$ cat src/verilog/adc_ctrl_defs.svh
// Register offsets, field positions, reset values and timing counts of the converter control block
`ifndef ADC_CTRL_DEFS_SVH
`define ADC_CTRL_DEFS_SVH

// ==========================================================================
// Register offsets (byte addresses in the special-function space)
`define OFS_RESULT_LOW    8'h9B
`define OFS_RESULT_HIGH   8'h9C
`define OFS_CONTROL_A     8'h9D
`define OFS_CONTROL_B     8'h9E
`define OFS_TRIGGER_SEL   8'h9F
`define OFS_IRQ_STATUS    8'hA0
`define OFS_IRQ_ENABLE    8'hA1
`define OFS_IRQ_CLEAR     8'hA2

// ==========================================================================
// Field positions
`define CTLA_CHAN_MSB     7
`define CTLA_CHAN_LSB     2
`define CTLA_BUSY_BIT     1
`define CTLA_ENABLE_BIT   0
`define CTLB_FORMAT_BIT   7
`define CTLB_CLK_MSB      6
`define CTLB_CLK_LSB      4
`define CTLB_REF_MSB      1
`define CTLB_REF_LSB      0
`define TRIG_MSB          3
`define TRIG_LSB          0

// ==========================================================================
// Reset values
`define RST_CONTROL_A     8'h00
`define RST_CONTROL_B     8'h00
`define RST_TRIGGER_SEL   4'h0
`define RST_RESULT        16'h0000

// ==========================================================================
// Channel codes of note
`define CHAN_FIRST_PIN    6'h00
`define CHAN_GROUND       6'h24
`define CHAN_FIXED_REF    6'h25

// ==========================================================================
// Trigger codes
`define TRIG_NONE         4'h0
`define TRIG_PIN          4'h1
`define TRIG_IOC          4'h9
`define TRIG_RESULT_READ  4'hD

// ==========================================================================
// Timing: conversion length in conversion-clock periods
`define CONV_TICKS        8'd13
`endif

$ cat src/verilog/adc_ctrl_pkg.sv
// Types shared by the converter control block
package adc_ctrl_pkg;

  typedef enum logic [1:0] {
    REF_SUPPLY,
    REF_EXT_PIN,
    REF_FIXED,
    REF_NONE
  } pos_ref_e;

  typedef struct packed {
    logic        enable;
    logic        start;
    logic [5:0]  channel;
    logic        channel_valid;
    pos_ref_e    pos_ref;
    logic        use_rc_clock;
  } core_ctrl_s;

  typedef enum logic [1:0] {
    ST_OFF,
    ST_IDLE,
    ST_CONVERT
  } conv_state_e;

endpackage : adc_ctrl_pkg

$ cat src/verilog/adc_control_register_logic.sv
// Control and result register logic of the analog-to-digital converter
//
// The address-and-strobe port was chosen for this implementation.
`timescale 1ns/1ps
`include "adc_ctrl_defs.svh"

module adc_control_register_logic
  import adc_ctrl_pkg::*;
#(
  parameter int RESULT_BITS = 10
) (
  input  wire logic             i_ref_clk,
  input  wire logic             i_rst_b,
  input  wire logic [7:0]       i_addr,
  input  wire logic [7:0]       i_wdata,
  input  wire logic             i_wr,
  input  wire logic             i_rd,
  output logic [7:0]            o_rdata,
  input  wire logic             i_rc_clock,
  input  wire logic [8:0]       i_trig_src,
  input  wire logic             i_core_done,
  input  wire logic [9:0]       i_core_data,
  output core_ctrl_s            o_core_ctrl,
  output logic                  o_conv_tick,
  output logic                  o_irq
);

  // ========================================================================
  // Elaboration check
  if (RESULT_BITS != 10) begin : g_bad_width
    $error("RESULT_BITS must be 10: justification forces exactly six zero bits");
  end
  // Trigger inputs: pin selector, three timers, two compares, two pulse outputs, change flag
  localparam int N_TRIG = 9;

  // ========================================================================
  // Register state
  logic [5:0]   chan_ff;
  logic         busy_ff;
  logic         enable_ff;
  logic         format_ff;
  logic [2:0]   clk_sel_ff;
  logic [1:0]   ref_sel_ff;
  logic [3:0]   trig_sel_ff;
  logic [15:0]  result_ff;
  logic         done_sts_ff;
  logic         done_en_ff;
  logic [7:0]   rdata_ff;
  logic         trig_prev_ff;
  logic [8:0]   trig_sync;
  logic [1:0]   rc_s1_ff;
  logic         rc_s2_ff;
  logic         rc_prev_ff;
  logic [5:0]   div_cnt_ff;
  conv_state_e  state_ff;
  conv_state_e  nxt_state;

  // ========================================================================
  // Address decode
  // One select per byte location of the register map
  wire sel_lo   = (i_addr == `OFS_RESULT_LOW);
  wire sel_hi   = (i_addr == `OFS_RESULT_HIGH);
  wire sel_a    = (i_addr == `OFS_CONTROL_A);
  wire sel_b    = (i_addr == `OFS_CONTROL_B);
  wire sel_trig = (i_addr == `OFS_TRIGGER_SEL);
  wire sel_sts  = (i_addr == `OFS_IRQ_STATUS);
  wire sel_en   = (i_addr == `OFS_IRQ_ENABLE);
  wire sel_clr  = (i_addr == `OFS_IRQ_CLEAR);
  wire wr_a     = i_wr & sel_a;

  // Read data mux; unmapped addresses read zero
  wire [7:0] rd_mux =
      sel_lo   ? result_ff[7:0] :
      sel_hi   ? result_ff[15:8] :
      sel_a    ? {chan_ff, busy_ff, enable_ff} :
      sel_b    ? {format_ff, clk_sel_ff, 2'b00, ref_sel_ff} :
      sel_trig ? {4'h0, trig_sel_ff} :
      sel_sts  ? {7'h00, done_sts_ff} :
      sel_en   ? {7'h00, done_en_ff} : 8'h00;

  // ========================================================================
  // Trigger source select and edge detect
  // Level of the selected source; reserved codes give none
  logic trig_level;
  always_comb begin
    case (trig_sel_ff)
      `TRIG_NONE:        trig_level = 1'b0;
      `TRIG_RESULT_READ: trig_level = i_rd & sel_hi;
      default: begin
        if (trig_sel_ff >= `TRIG_PIN && trig_sel_ff <= `TRIG_IOC) begin
          trig_level = trig_sync[4'(trig_sel_ff - `TRIG_PIN)];
        end else begin
          trig_level = 1'b0;
        end
      end
    endcase
  end
  // Read trigger is itself a one-cycle pulse; others need a rising edge
  wire trig_is_read = (trig_sel_ff == `TRIG_RESULT_READ);
  wire trig_event   = trig_is_read ? trig_level : (trig_level & ~trig_prev_ff);

  // ========================================================================
  // Conversion clock: RC clock edge or oscillator divided by 2..64
  // Last count of the divider for each clock code
  logic [5:0] div_last;
  always_comb begin
    case (clk_sel_ff)
      3'b000:  div_last = 6'd1;
      3'b001:  div_last = 6'd7;
      3'b100:  div_last = 6'd3;
      3'b110:  div_last = 6'd63;
      3'b101:  div_last = 6'd15;
      3'b010:  div_last = 6'd31;
      default: div_last = 6'd0;
    endcase
  end
  wire use_rc   = (clk_sel_ff == 3'b111) || (clk_sel_ff == 3'b011);
  wire rc_edge  = rc_s2_ff & ~rc_prev_ff;
  wire div_wrap = (div_cnt_ff == div_last);
  wire tick     = use_rc ? rc_edge : div_wrap;
  assign o_conv_tick = tick & (state_ff == ST_CONVERT);

  // ========================================================================
  // Conversion sequencer
  // Enable as it will stand after this edge; clearing it aborts at once
  wire nxt_enable = wr_a ? i_wdata[`CTLA_ENABLE_BIT] : enable_ff;
  wire sw_start   = wr_a & i_wdata[`CTLA_BUSY_BIT] & enable_ff;
  // A start seen while converting is dropped, not queued
  wire start      = enable_ff & (state_ff != ST_CONVERT) & (sw_start | trig_event);
  wire finish     = (state_ff == ST_CONVERT) & i_core_done;

  // Next state; a cleared enable sends every state to rest
  always_comb begin
    case (state_ff)
      ST_OFF:     nxt_state = !nxt_enable ? ST_OFF : (start ? ST_CONVERT : ST_IDLE);
      ST_IDLE:    nxt_state = !nxt_enable ? ST_OFF : (start ? ST_CONVERT : ST_IDLE);
      ST_CONVERT: nxt_state = !nxt_enable ? ST_OFF : (finish ? ST_IDLE : ST_CONVERT);
      default:    nxt_state = ST_OFF;
    endcase
  end

  // Justified result from the core
  wire [15:0] just_result = format_ff ? {6'h00, i_core_data}
                                      : {i_core_data, 6'h00};

  // Write path of the result bytes when no completion is loading it
  wire [15:0] nxt_result =
      finish           ? just_result :
      (i_wr & sel_hi)  ? {i_wdata, result_ff[7:0]} :
      (i_wr & sel_lo)  ? {result_ff[15:8], i_wdata} : result_ff;

  // Busy bit: set on start, cleared by completion or disable
  wire nxt_busy = (start | (busy_ff & (state_ff == ST_CONVERT)))
                & ~finish & nxt_enable;

  // Done flag: set wins over a clear in the same cycle
  wire clr_done = i_wr & sel_clr & i_wdata[0];
  wire nxt_done = finish | (done_sts_ff & ~clr_done);

  // ========================================================================
  // Core control outputs
  // Implemented analog inputs; every other code routes nothing
  wire chan_ok = (chan_ff <= 6'h05 && chan_ff != 6'h03)
              || (chan_ff >= 6'h0D && chan_ff <= 6'h0F)
              || (chan_ff >= 6'h12 && chan_ff <= 6'h15)
              || (chan_ff == `CHAN_GROUND) || (chan_ff == `CHAN_FIXED_REF);
  // Positive reference decode; the reserved code connects none
  pos_ref_e ref_map;
  always_comb begin
    case (ref_sel_ff)
      2'b11:   ref_map = REF_FIXED;
      2'b10:   ref_map = REF_EXT_PIN;
      2'b00:   ref_map = REF_SUPPLY;
      default: ref_map = REF_NONE;
    endcase
  end
  // Control bundle towards the sampling core
  assign o_core_ctrl = '{enable:        enable_ff,
                         start:         busy_ff,
                         channel:       chan_ok ? chan_ff : 6'h00,
                         channel_valid: chan_ok,
                         pos_ref:       ref_map,
                         use_rc_clock:  use_rc};
  assign o_rdata = rdata_ff;
  assign o_irq   = done_sts_ff & done_en_ff;

  // ========================================================================
  // Two-flop synchroniser per trigger input; only the second flop is read
  for (genvar g = 0; g < N_TRIG; g++) begin : g_trig_sync
    logic s1_ff;
    logic s2_ff;
    always_ff @(posedge i_ref_clk or negedge i_rst_b) begin
      if (!i_rst_b) begin
        s1_ff <= 1'b0;
        s2_ff <= 1'b0;
      end else begin
        s1_ff <= i_trig_src[g];
        s2_ff <= s1_ff;
      end
    end
    assign trig_sync[g] = s2_ff;
  end

  // Synchroniser and edge history of the RC clock
  always_ff @(posedge i_ref_clk or negedge i_rst_b) begin
    if (!i_rst_b) begin
      rc_s1_ff   <= 2'b00;
      rc_s2_ff   <= 1'b0;
      rc_prev_ff <= 1'b0;
    end else begin
      rc_s1_ff   <= {rc_s1_ff[0], i_rc_clock};
      rc_s2_ff   <= rc_s1_ff[1];
      rc_prev_ff <= rc_s2_ff;
    end
  end

  // Control register A: channel and enable
  always_ff @(posedge i_ref_clk or negedge i_rst_b) begin
    if (!i_rst_b) begin
      chan_ff   <= 6'(`RST_CONTROL_A >> `CTLA_CHAN_LSB);
      enable_ff <= 1'b0;
    end else if (wr_a) begin
      chan_ff   <= i_wdata[`CTLA_CHAN_MSB:`CTLA_CHAN_LSB];
      enable_ff <= nxt_enable;
    end
  end

  // Control register B: format, conversion clock and reference
  always_ff @(posedge i_ref_clk or negedge i_rst_b) begin
    if (!i_rst_b) begin
      format_ff  <= 1'b0;
      clk_sel_ff <= 3'b000;
      ref_sel_ff <= 2'b00;
    end else if (i_wr & sel_b) begin
      format_ff  <= i_wdata[`CTLB_FORMAT_BIT];
      clk_sel_ff <= i_wdata[`CTLB_CLK_MSB:`CTLB_CLK_LSB];
      ref_sel_ff <= i_wdata[`CTLB_REF_MSB:`CTLB_REF_LSB];
    end
  end

  // Trigger select and interrupt enable
  always_ff @(posedge i_ref_clk or negedge i_rst_b) begin
    if (!i_rst_b) begin
      trig_sel_ff <= `RST_TRIGGER_SEL;
      done_en_ff  <= 1'b0;
    end else if (i_wr) begin
      if (sel_trig) begin
        trig_sel_ff <= i_wdata[`TRIG_MSB:`TRIG_LSB];
      end else if (sel_en) begin
        done_en_ff <= i_wdata[0];
      end
    end
  end

  // Sequencer state and busy bit
  always_ff @(posedge i_ref_clk or negedge i_rst_b) begin
    if (!i_rst_b) begin
      state_ff <= ST_OFF;
      busy_ff  <= 1'b0;
    end else begin
      state_ff <= nxt_state;
      busy_ff  <= nxt_busy;
    end
  end

  // Result register and done flag
  always_ff @(posedge i_ref_clk or negedge i_rst_b) begin
    if (!i_rst_b) begin
      result_ff   <= `RST_RESULT;
      done_sts_ff <= 1'b0;
    end else begin
      result_ff   <= nxt_result;
      done_sts_ff <= nxt_done;
    end
  end

  // Read data stands one cycle after the strobe; trigger level history
  always_ff @(posedge i_ref_clk or negedge i_rst_b) begin
    if (!i_rst_b) begin
      rdata_ff     <= 8'h00;
      trig_prev_ff <= 1'b0;
    end else begin
      rdata_ff     <= i_rd ? rd_mux : 8'h00;
      trig_prev_ff <= trig_level;
    end
  end

  // Oscillator divider, running only during a conversion
  always_ff @(posedge i_ref_clk or negedge i_rst_b) begin
    if (!i_rst_b) begin
      div_cnt_ff <= 6'd0;
    end else begin
      div_cnt_ff <= (div_wrap || state_ff != ST_CONVERT) ? 6'd0 : div_cnt_ff + 6'd1;
    end
  end

endmodule : adc_control_register_logic

$ cat config.mk
export PLATFORM = sky130hd
export DESIGN_NAME = adc_control_register_logic
export DESIGN_NICKNAME = d
export VERILOG_FILES = /design/src/verilog/adc_ctrl_pkg.sv /design/src/verilog/adc_control_register_logic.sv
export VERILOG_INCLUDE_DIRS = /design/src /design/src/verilog
export SDC_FILE = /design/constraint.sdc
export NUM_CORES = 1
export LEC_CHECK = 0
export BUFFER_PORTS_ARGS = -buffer_cell sky130_fd_sc_hd__buf_2
export CAP_MARGIN = 20
export CORE_ASPECT_RATIO = 1.5
export CORE_MARGIN = 4
export CORE_UTILIZATION = 45
export DETAILED_ROUTE_END_ITERATION = 10
export GPL_ROUTABILITY_DRIVEN = 0
export GPL_TIMING_DRIVEN = 0
export PLACE_DENSITY = 0.69
export SLEW_MARGIN = 10
export SYNTH_ARGS = -nofsm -noshare
export SYNTH_HDL_FRONTEND = slang
export SYNTH_SLANG_ARGS = --single-unit
export TNS_END_PERCENT = 10
$ cat constraint.sdc
create_clock -name i_ref_clk -period 1.6 [get_ports i_ref_clk]
set_input_delay 0.08 -clock i_ref_clk [delete_from_list [all_inputs] [get_ports i_ref_clk]]
set_output_delay 0.08 -clock i_ref_clk [all_outputs]
set_load 0.1 [all_outputs]
==> out/qor.csv, run 1 <==
stage,metric,value,unit
floorplanning,dieArea,9760,µm²
timing,tightest_slew,0.669,ns
placement,hpwl,6570,µm
timing,rsz0062_at_grt,yes,
setup_path,cp-startpoint,div_cnt_ff[4]$_DFF_PN0_,
placement,dp_slack,-0.514,ns
setup_path,ff2ff_path_depth,6,
status,status,"finished, violations left",
floorplanning,rows,40,
synth,synthFlopType,dfrtp_1,
layout,antenna_cells,0,
cts,clock_latency,0.33,ns
synth,synth.yosys.seq_area_share,50.7,%
synth,synth_edf_count,0,
synth,synthDistinctLibCells,55,
floorplanning,start_util,46.2,%
status,violations,negative setup slack,
timing,setup_viol,13,
global_routing,use_met2,33.8,%
route,drt-initial-drc-count,161,
setup_path,crit_path_max_fanout,3,
global_routing,grt_busiest_layer,met2,
setup_path,r2r-start,trig_sel_ff[0]$_DFFE_PN0P_,
synth,syn_avg_cell_area,10.9,µm²
setup_path,path_cells,or4b_4 > a21oi_2 > a41o_1 > o2111ai_2 > a21oi_4 > buf_12,
synth,syn_area,3700,µm²
timing,clock_skew,0.00468,ns
layout,fin_area,4950,µm²
floorplanning,die_w,82.0,µm
route,route.vias.total,2989,
cts,cts.sinks,75,
layout,area_growth,33.9,%
route,routed_via_density,5.49,
cts,cts_tree,built,
cts,path_clk_slew,0.06,ns
synth,synthArstFlopShare,100,%
global_routing,use_met1,24.3,%
global_routing,grt_first_pass_wirelength,15100,µm
cts,htree_levels,3,
synth,postSynthNetCount,386,
setup_path,max_stage_delay,0.54,ns
setup_path,endpoint,o_conv_tick,
layout,fin_nets,481,
setup_path,arrival,2.08,ns
cts,cts-root-buf,clkbuf_16,
placement,placed_area,4220,µm²
timing,timing.final.crit_share,135,%
route,route.detailed.drc,0,
timing,final-max-slew-violation-count,0,
floorplanning,io_pins,63,
route,wirelength,9320,µm
setup_path,reg2reg_to,busy_ff$_DFF_PN0_,
global_routing,grt_overflow,0,
timing,hold_viol_final,0,
placement,numPortBuffers,61,
global_routing,grt_pass1_vias,3053,
global_routing,met3_usage,4.24,%
synth,ys_ff_latch,75,
power_and_ir_drop,total_power,5.90,mW
layout,drive_above_1_share,36.9,%
synth,yosys_warnings,0,
floorplanning,die-height,119,µm
route,antenna_left,0,
setup_path,r2r_slack,-0.10,ns
timing,layout_setup_ws,-0.563,ns
floorplanning,core,8010,µm²
setup_path,slowest_stage,or4b_4,
setup_path,required,1.52,ns
setup_path,crit_path_end_kind,output port,
cts,clockBufferDepth,2,
hold_path,hold_class,in -> reg,
setup_path,start_kind,flip-flop,
cts,numCtsBuffers,9,
route,wl_per_cell,17.1,µm
global_routing,grt_max_degree,53,
timing,max-slew-margin-rel,55.1,%
global_routing,antenna_found_initial,0,
timing,fmax,462,MHz
flow_run,drv_cap,0,
route,drt-pass1-iter-count,6,
setup_path,critPathKind,reg -> out,
power_and_ir_drop,powerDensity,1190,nW/µm²
power_and_ir_drop,power.leakage,2.21,nW
layout,fillers,677,
power_and_ir_drop,peakVddDrop,0.000899,V
synth,synth_cells,339,
global_routing,grt_usage,20.3,%
timing,period_needed,2.16,ns
## stage by stage
| stage | TNS (ns) | utilization [%] | hold WS, ns | cells |
|---|---|---|---|---|
| after global routing | -3.96 | 61.8 | 0.0201 | 544 |
| final | -1.76 | 61.8 | 0.0249 | 544 |
| after global placement | -4.82 | 52.3 | 0.188 | 505 |
| after detailed placement | -4.28 | 52.7 | 0.00983 | 506 |
| after floorplan | -2.67 | - | -0.216 | 339 |
| after CTS | -2.59 | 60.1 | 0.00690 | 537 |
## cells in the mapped netlist (2+ instances only)
cell type / count / share of area (%)
buf_4: 5 / 1.0
a31oi_1: 2 / 0.34
o2111ai_1: 2 / 0.47
mux4_2: 3 / 1.8
a22oi_1: 14 / 2.8
mux2i_1: 19 / 5.1
ha_1: 6 / 2.0
buf_2: 8 / 1.1
a21boi_0: 2 / 0.41
nand3_1: 5 / 0.68
nand2b_1: 6 / 1.0
nor2b_1: 13 / 2.2
a41o_1: 2 / 0.54
nor3b_1: 3 / 0.61
xnor2_1: 7 / 1.7
inv_1: 12 / 1.2
and4_1: 2 / 0.47
nor3_1: 2 / 0.27
o2bb2ai_1: 2 / 0.47
xor2_1: 2 / 0.47
a21oi_1: 21 / 2.8
nand3b_4: 2 / 1.1
mux2_2: 13 / 4.0
clkbuf_1: 5 / 0.51
nand2_1: 24 / 2.4
and3_1: 2 / 0.34
a211oi_1: 4 / 0.81
o21ai_0: 22 / 3.0
nor2_1: 19 / 1.9
and2_1: 7 / 1.2
dfrtp_1: 75 / 51
nand3b_1: 4 / 0.81
o22ai_1: 2 / 0.34
## placed cells by master (no fill, tap or decap), types with 3 or more instances in the layout
cell / instances
a211oi_1: 4
a21oi_1: 17
a21oi_2: 3
a22oi_1: 14
and2_1: 5
buf_12: 5
buf_2: 56
buf_4: 20
buf_6: 7
clkbuf_16: 9
clkinv_4: 3
dfrtp_1: 66
dfrtp_2: 9
dlygate4sd3_1: 11
ha_1: 4
inv_1: 10
mux2_2: 13
mux2i_1: 19
mux4_2: 3
nand2_1: 24
nand2b_1: 5
nand3_1: 5
nand3b_1: 4
nor2_1: 19
nor2b_1: 12
o21ai_0: 20
xnor2_1: 7
## power by group
group,internal [mW],leakage [nW],switching [mW]
Combinational,0.611,1.16,0.889
Clock,1.21,0.146,0.776
Sequential,2.21,0.906,0.203
Total,4.03,2.21,1.87
## per-layer routing
layer,part of all wire [%],wire length (µm)
met5,0,0
met4,3.5,329
met3,4.5,416
met1,39,3670
met2,53,4900
## state kept, by name, indices dropped and copies added, names as in the netlist, 2 cells and up
register and count:
div_cnt_ff 6, g_trig_sync.s1_ff 9, g_trig_sync.s2_ff 9, clk_sel_ff 3, result_ff 16, trig_sel_ff 4
rc_s1_ff 2, state_ff 2, o_rdata 8, chan_ff 6, ref_sel_ff 2
## worst max-delay path, delay by kind of cell (launching register included)
kind	cells	cell delay (ns)
compound gates	4	0.64
simple gates	1	0.54
flops	1	0.39
buf+inv	1	0.19
## kinds of logic after synthesis
group / Yosys count / synth area share, %
multiplexers: 35 / 10.9
flip-flops: 75 / 50.7
adder cells (fa/ha/maj): 6 / 2.03
buffers and inverters: 31 / 3.92
AND/OR/NAND/NOR: 101 / 16.1
XOR/XNOR: 9 / 2.13
AO/OA/AOI/OAI: 82 / 14.1
## worst min-delay path by stage
stage / start / endpoint / slack, ns / depth (start not counted)
after global routing: i_wdata[7] / format_ff$_DFFE_PN0P_ / 0.02 / 3
after floorplan: i_rst_b / busy_ff$_DFF_PN0_ / -0.22 / 0
final: i_wdata[7] / format_ff$_DFFE_PN0P_ / 0.02 / 3
after CTS: i_wdata[7] / format_ff$_DFFE_PN0P_ / 0.007 / 3
after global placement: i_trig_src[7] / g_trig_sync[7].s1_ff$_DFF_PN0_ / 0.19 / 1
after detailed placement: i_rst_b / ref_sel_ff[0]$_DFFE_PN0P_ / 0.01 / 1
## layout make-up
cell class	instances	area [µm²]	area share (%)
Sequential cell	75	1890	38.1
Multi-Input combinational cell	233	1830	37.0
Timing Repair Buffer	88	674	13.6
Clock buffer	10	229	4.62
Tap cell	105	131	2.65
Buffer	14	81.3	1.64
Clock inverter	6	66.3	1.34
Inverter	13	51.3	1.04
## timing repair
item                                   CTS  global route
buffers inserted                         7             8
hold buffers                            11             0
pin swaps                                9             5
setup endpoints to repair               30            36
endpoints found under the hold margin   33             0
resized for setup                       44            23
Note: power is estimated with default switching activity, not from simulation.
==> run 2: changes to the inputs <==
--- a/config.mk
+++ b/config.mk
@@ -11,9 +11,11 @@
 export CORE_ASPECT_RATIO = 1.5
 export CORE_MARGIN = 4
 export CORE_UTILIZATION = 45
+export CTS_CLUSTER_SIZE = 25
 export DETAILED_ROUTE_END_ITERATION = 10
 export GPL_ROUTABILITY_DRIVEN = 0
 export GPL_TIMING_DRIVEN = 0
+export MAX_ROUTING_LAYER = met4
 export PLACE_DENSITY = 0.69
 export SLEW_MARGIN = 10
 export SYNTH_ARGS = -nofsm -noshare
==> run 2 against run 1 <==
The run still ends with negative setup slack left. Worst setup slack is essentially flat. Critical path depth did not move. Final area hardly changed. Flip-flop and latch count unchanged. Clock skew is essentially flat. Combinational power about the same. Count of clock-buffer cells in the layout is the same. Worst hold slack better by 0.0011 ns. Maximum frequency barely moved. Non-clock buffer count did not move. Core utilization about the same. Critical path type unchanged. Largest cell class unchanged.
==> out/qor.csv, run 2 (same netlist as run 1, synthesis figures left out) <==
stage,metric,value,unit
layout,fillers,679,
layout,regMostFlops,result_ff,
setup_path,crit_path_max_fanout,3,
hold_path,hold_class,in -> reg,
floorplanning,core,8010,µm²
layout,layout_commonest_cell,dfrtp_1,
placement,hpwl,6570,µm
layout,final_cell_mix,"66 x dfrtp_1, 56 x buf_2, 24 x nand2_1",
timing,clock_skew,0.00451,ns
timing,hold_viol_final,0,
timing,setup_viol,13,
setup_path,cp-startpoint,div_cnt_ff[4]$_DFF_PN0_,
layout,utilization,61.8,%
power_and_ir_drop,powerDensity,1190,nW/µm²
cts,cts-root-buf,clkbuf_16,
setup_path,arrival,2.08,ns
setup_path,r2r-start,trig_sel_ff[0]$_DFFE_PN0P_,
power_and_ir_drop,p_sw,1.86,mW
timing,period_needed,2.16,ns
power_and_ir_drop,total_power,5.88,mW
floorplanning,start_util,46.2,%
route,route.vias.total,2969,
route,routed-wl-met2,4900,µm
global_routing,grt_overflow,0,
timing,layout_setup_ws,-0.563,ns
floorplanning,dieArea,9760,µm²
setup_path,start_kind,flip-flop,
layout,multi_input_area,1830,µm²
layout,fin_area,4950,µm²
cts,cts.sinks,75,
cts,numCtsBuffers,9,
power_and_ir_drop,combPwrFrac,25.4,%
setup_path,ff2ff_path_depth,6,
placement,placed_area,4220,µm²
timing,timing.final.crit_share,135,%
route,wl_per_cell,17.1,µm
floorplanning,rows,40,
layout,register_area,1890,µm²
layout,largest_register_ff_count,16,
floorplanning,io_pins,63,
route,wirelength,9320,µm
route,route.detailed.drc,0,
layout,area_growth,33.8,%
timing,final-max-slew-violation-count,0,
power_and_ir_drop,peakVddDrop,0.000897,V
route,top_layer_used,met4,
hold_path,holdPathStages,3,
hold_path,min_from,i_wdata[7],
timing,rsz0062_at_grt,yes,
route,routed_via_density,5.46,
power_and_ir_drop,p_int,4.02,mW
power_and_ir_drop,clkPwrFrac,33.6,%
timing,tightest_slew,0.663,ns
global_routing,grt_max_degree,53,
setup_path,critPathKind,reg -> out,
power_and_ir_drop,swShare,31.6,%
layout,biggestRegsByFlops,"result_ff: 16 flops, g_trig_sync.s1_ff: 9 flops, g_trig_sync.s2_ff: 9 flops",
status,violations,negative setup slack,
status,status,"finished, violations left",
route,wl_met1,3720,µm
power_and_ir_drop,seqPwrFrac,41.0,%
setup_path,required,1.52,ns
layout,antenna_cells,0,
route,antenna_left,0,
timing,max-slew-margin-rel,55.4,%
route,drt-initial-drc-count,165,
floorplanning,die-height,119,µm
global_routing,antenna_found_initial,0,
placement,numPortBuffers,61,
global_routing,grt_usage,20.9,%
global_routing,grt_pass1_vias,3053,
power_and_ir_drop,power.leakage,2.21,nW
flow_run,drv_cap,0,
cts,cts_tree,built,
cts,htree_levels,3,
layout,drive_above_1_share,36.9,%
global_routing,grt_first_pass_wirelength,15100,µm
setup_path,crit_path_end_kind,output port,
route,drt-pass1-iter-count,4,
layout,fin_nets,481,
cts,path_clk_slew,0.06,ns
route,dr_wl_met3,349,µm
cts,clock_latency,0.33,ns
floorplanning,die_w,82.0,µm
cts,clockBufferDepth,2,
timing,fmax,462,MHz
run 2: layout make-up:
class	count	area share, %
Clock inverter	6	1.34
Sequential cell	75	38.2
Timing Repair Buffer	88	13.6
Inverter	13	1.04
Tap cell	105	2.65
Buffer	14	1.64
Multi-Input combinational cell	233	37.0
Clock buffer	10	4.63
run 2: final timing paths:
check | to | slack (ns)
worst max-delay path | o_conv_tick | -0.56
worst min-delay path | format_ff$_DFFE_PN0P_ | 0.03
worst max register to register | state_ff[0]$_DFF_PN0_ | -0.09
worst min register to register | rc_s1_ff[1]$_DFF_PN0_ | 0.35
max in group asynchronous | chan_ff[1]$_DFFE_PN0N_ | 0.84
min in group asynchronous | done_en_ff$_DFFE_PN0P_ | 0.19
run 2: worst max-delay path, stage by stage, from the launching register on:
cell	delay, ns
dfrtp_1	0.39
or4b_4	0.54
a21oi_2	0.13
a41o_1	0.14
o2111ai_2	0.16
a21oi_4	0.21
buf_12	0.19
run 2: timing repair:
action,CTS,global route
setup buffers,7,8
resized for setup,44,22
pin swaps,9,5
endpoints found under the setup margin,30,36
hold endpoints to repair,33,0
hold buffers,11,0
run 2: routing by layer:
layer / vias to the layer above / GRT usage (%)
li1: 1413 / -
met1: 1445 / 24.4
met2: 81 / 33.7
met3: 30 / 3.71
met4: 0 / 10.7
met5: - / -
run 2: power groups by stage:
stage               sequential (mW)  combinational, mW  clock [mW]
global route                   2.44               1.63        2.11
floorplan                      2.37              0.999           0
CTS                            2.40               1.41        2.03
detailed placement             2.42               1.32           0
finish                         2.41               1.49        1.98
global placement               2.41               1.27           0
run 2: stage by stage:
step | setup slack (ns) | setup TNS, ns | hold WS (ns) | cells
finish | -0.563 | -1.71 | 0.0261 | 544
global route | -0.659 | -3.94 | 0.0215 | 544
CTS | -0.631 | -2.59 | 0.00690 | 537
detailed placement | -0.514 | -4.28 | 0.00983 | 506
global placement | -0.488 | -4.82 | 0.188 | 505
floorplan | -0.459 | -2.67 | -0.216 | 339
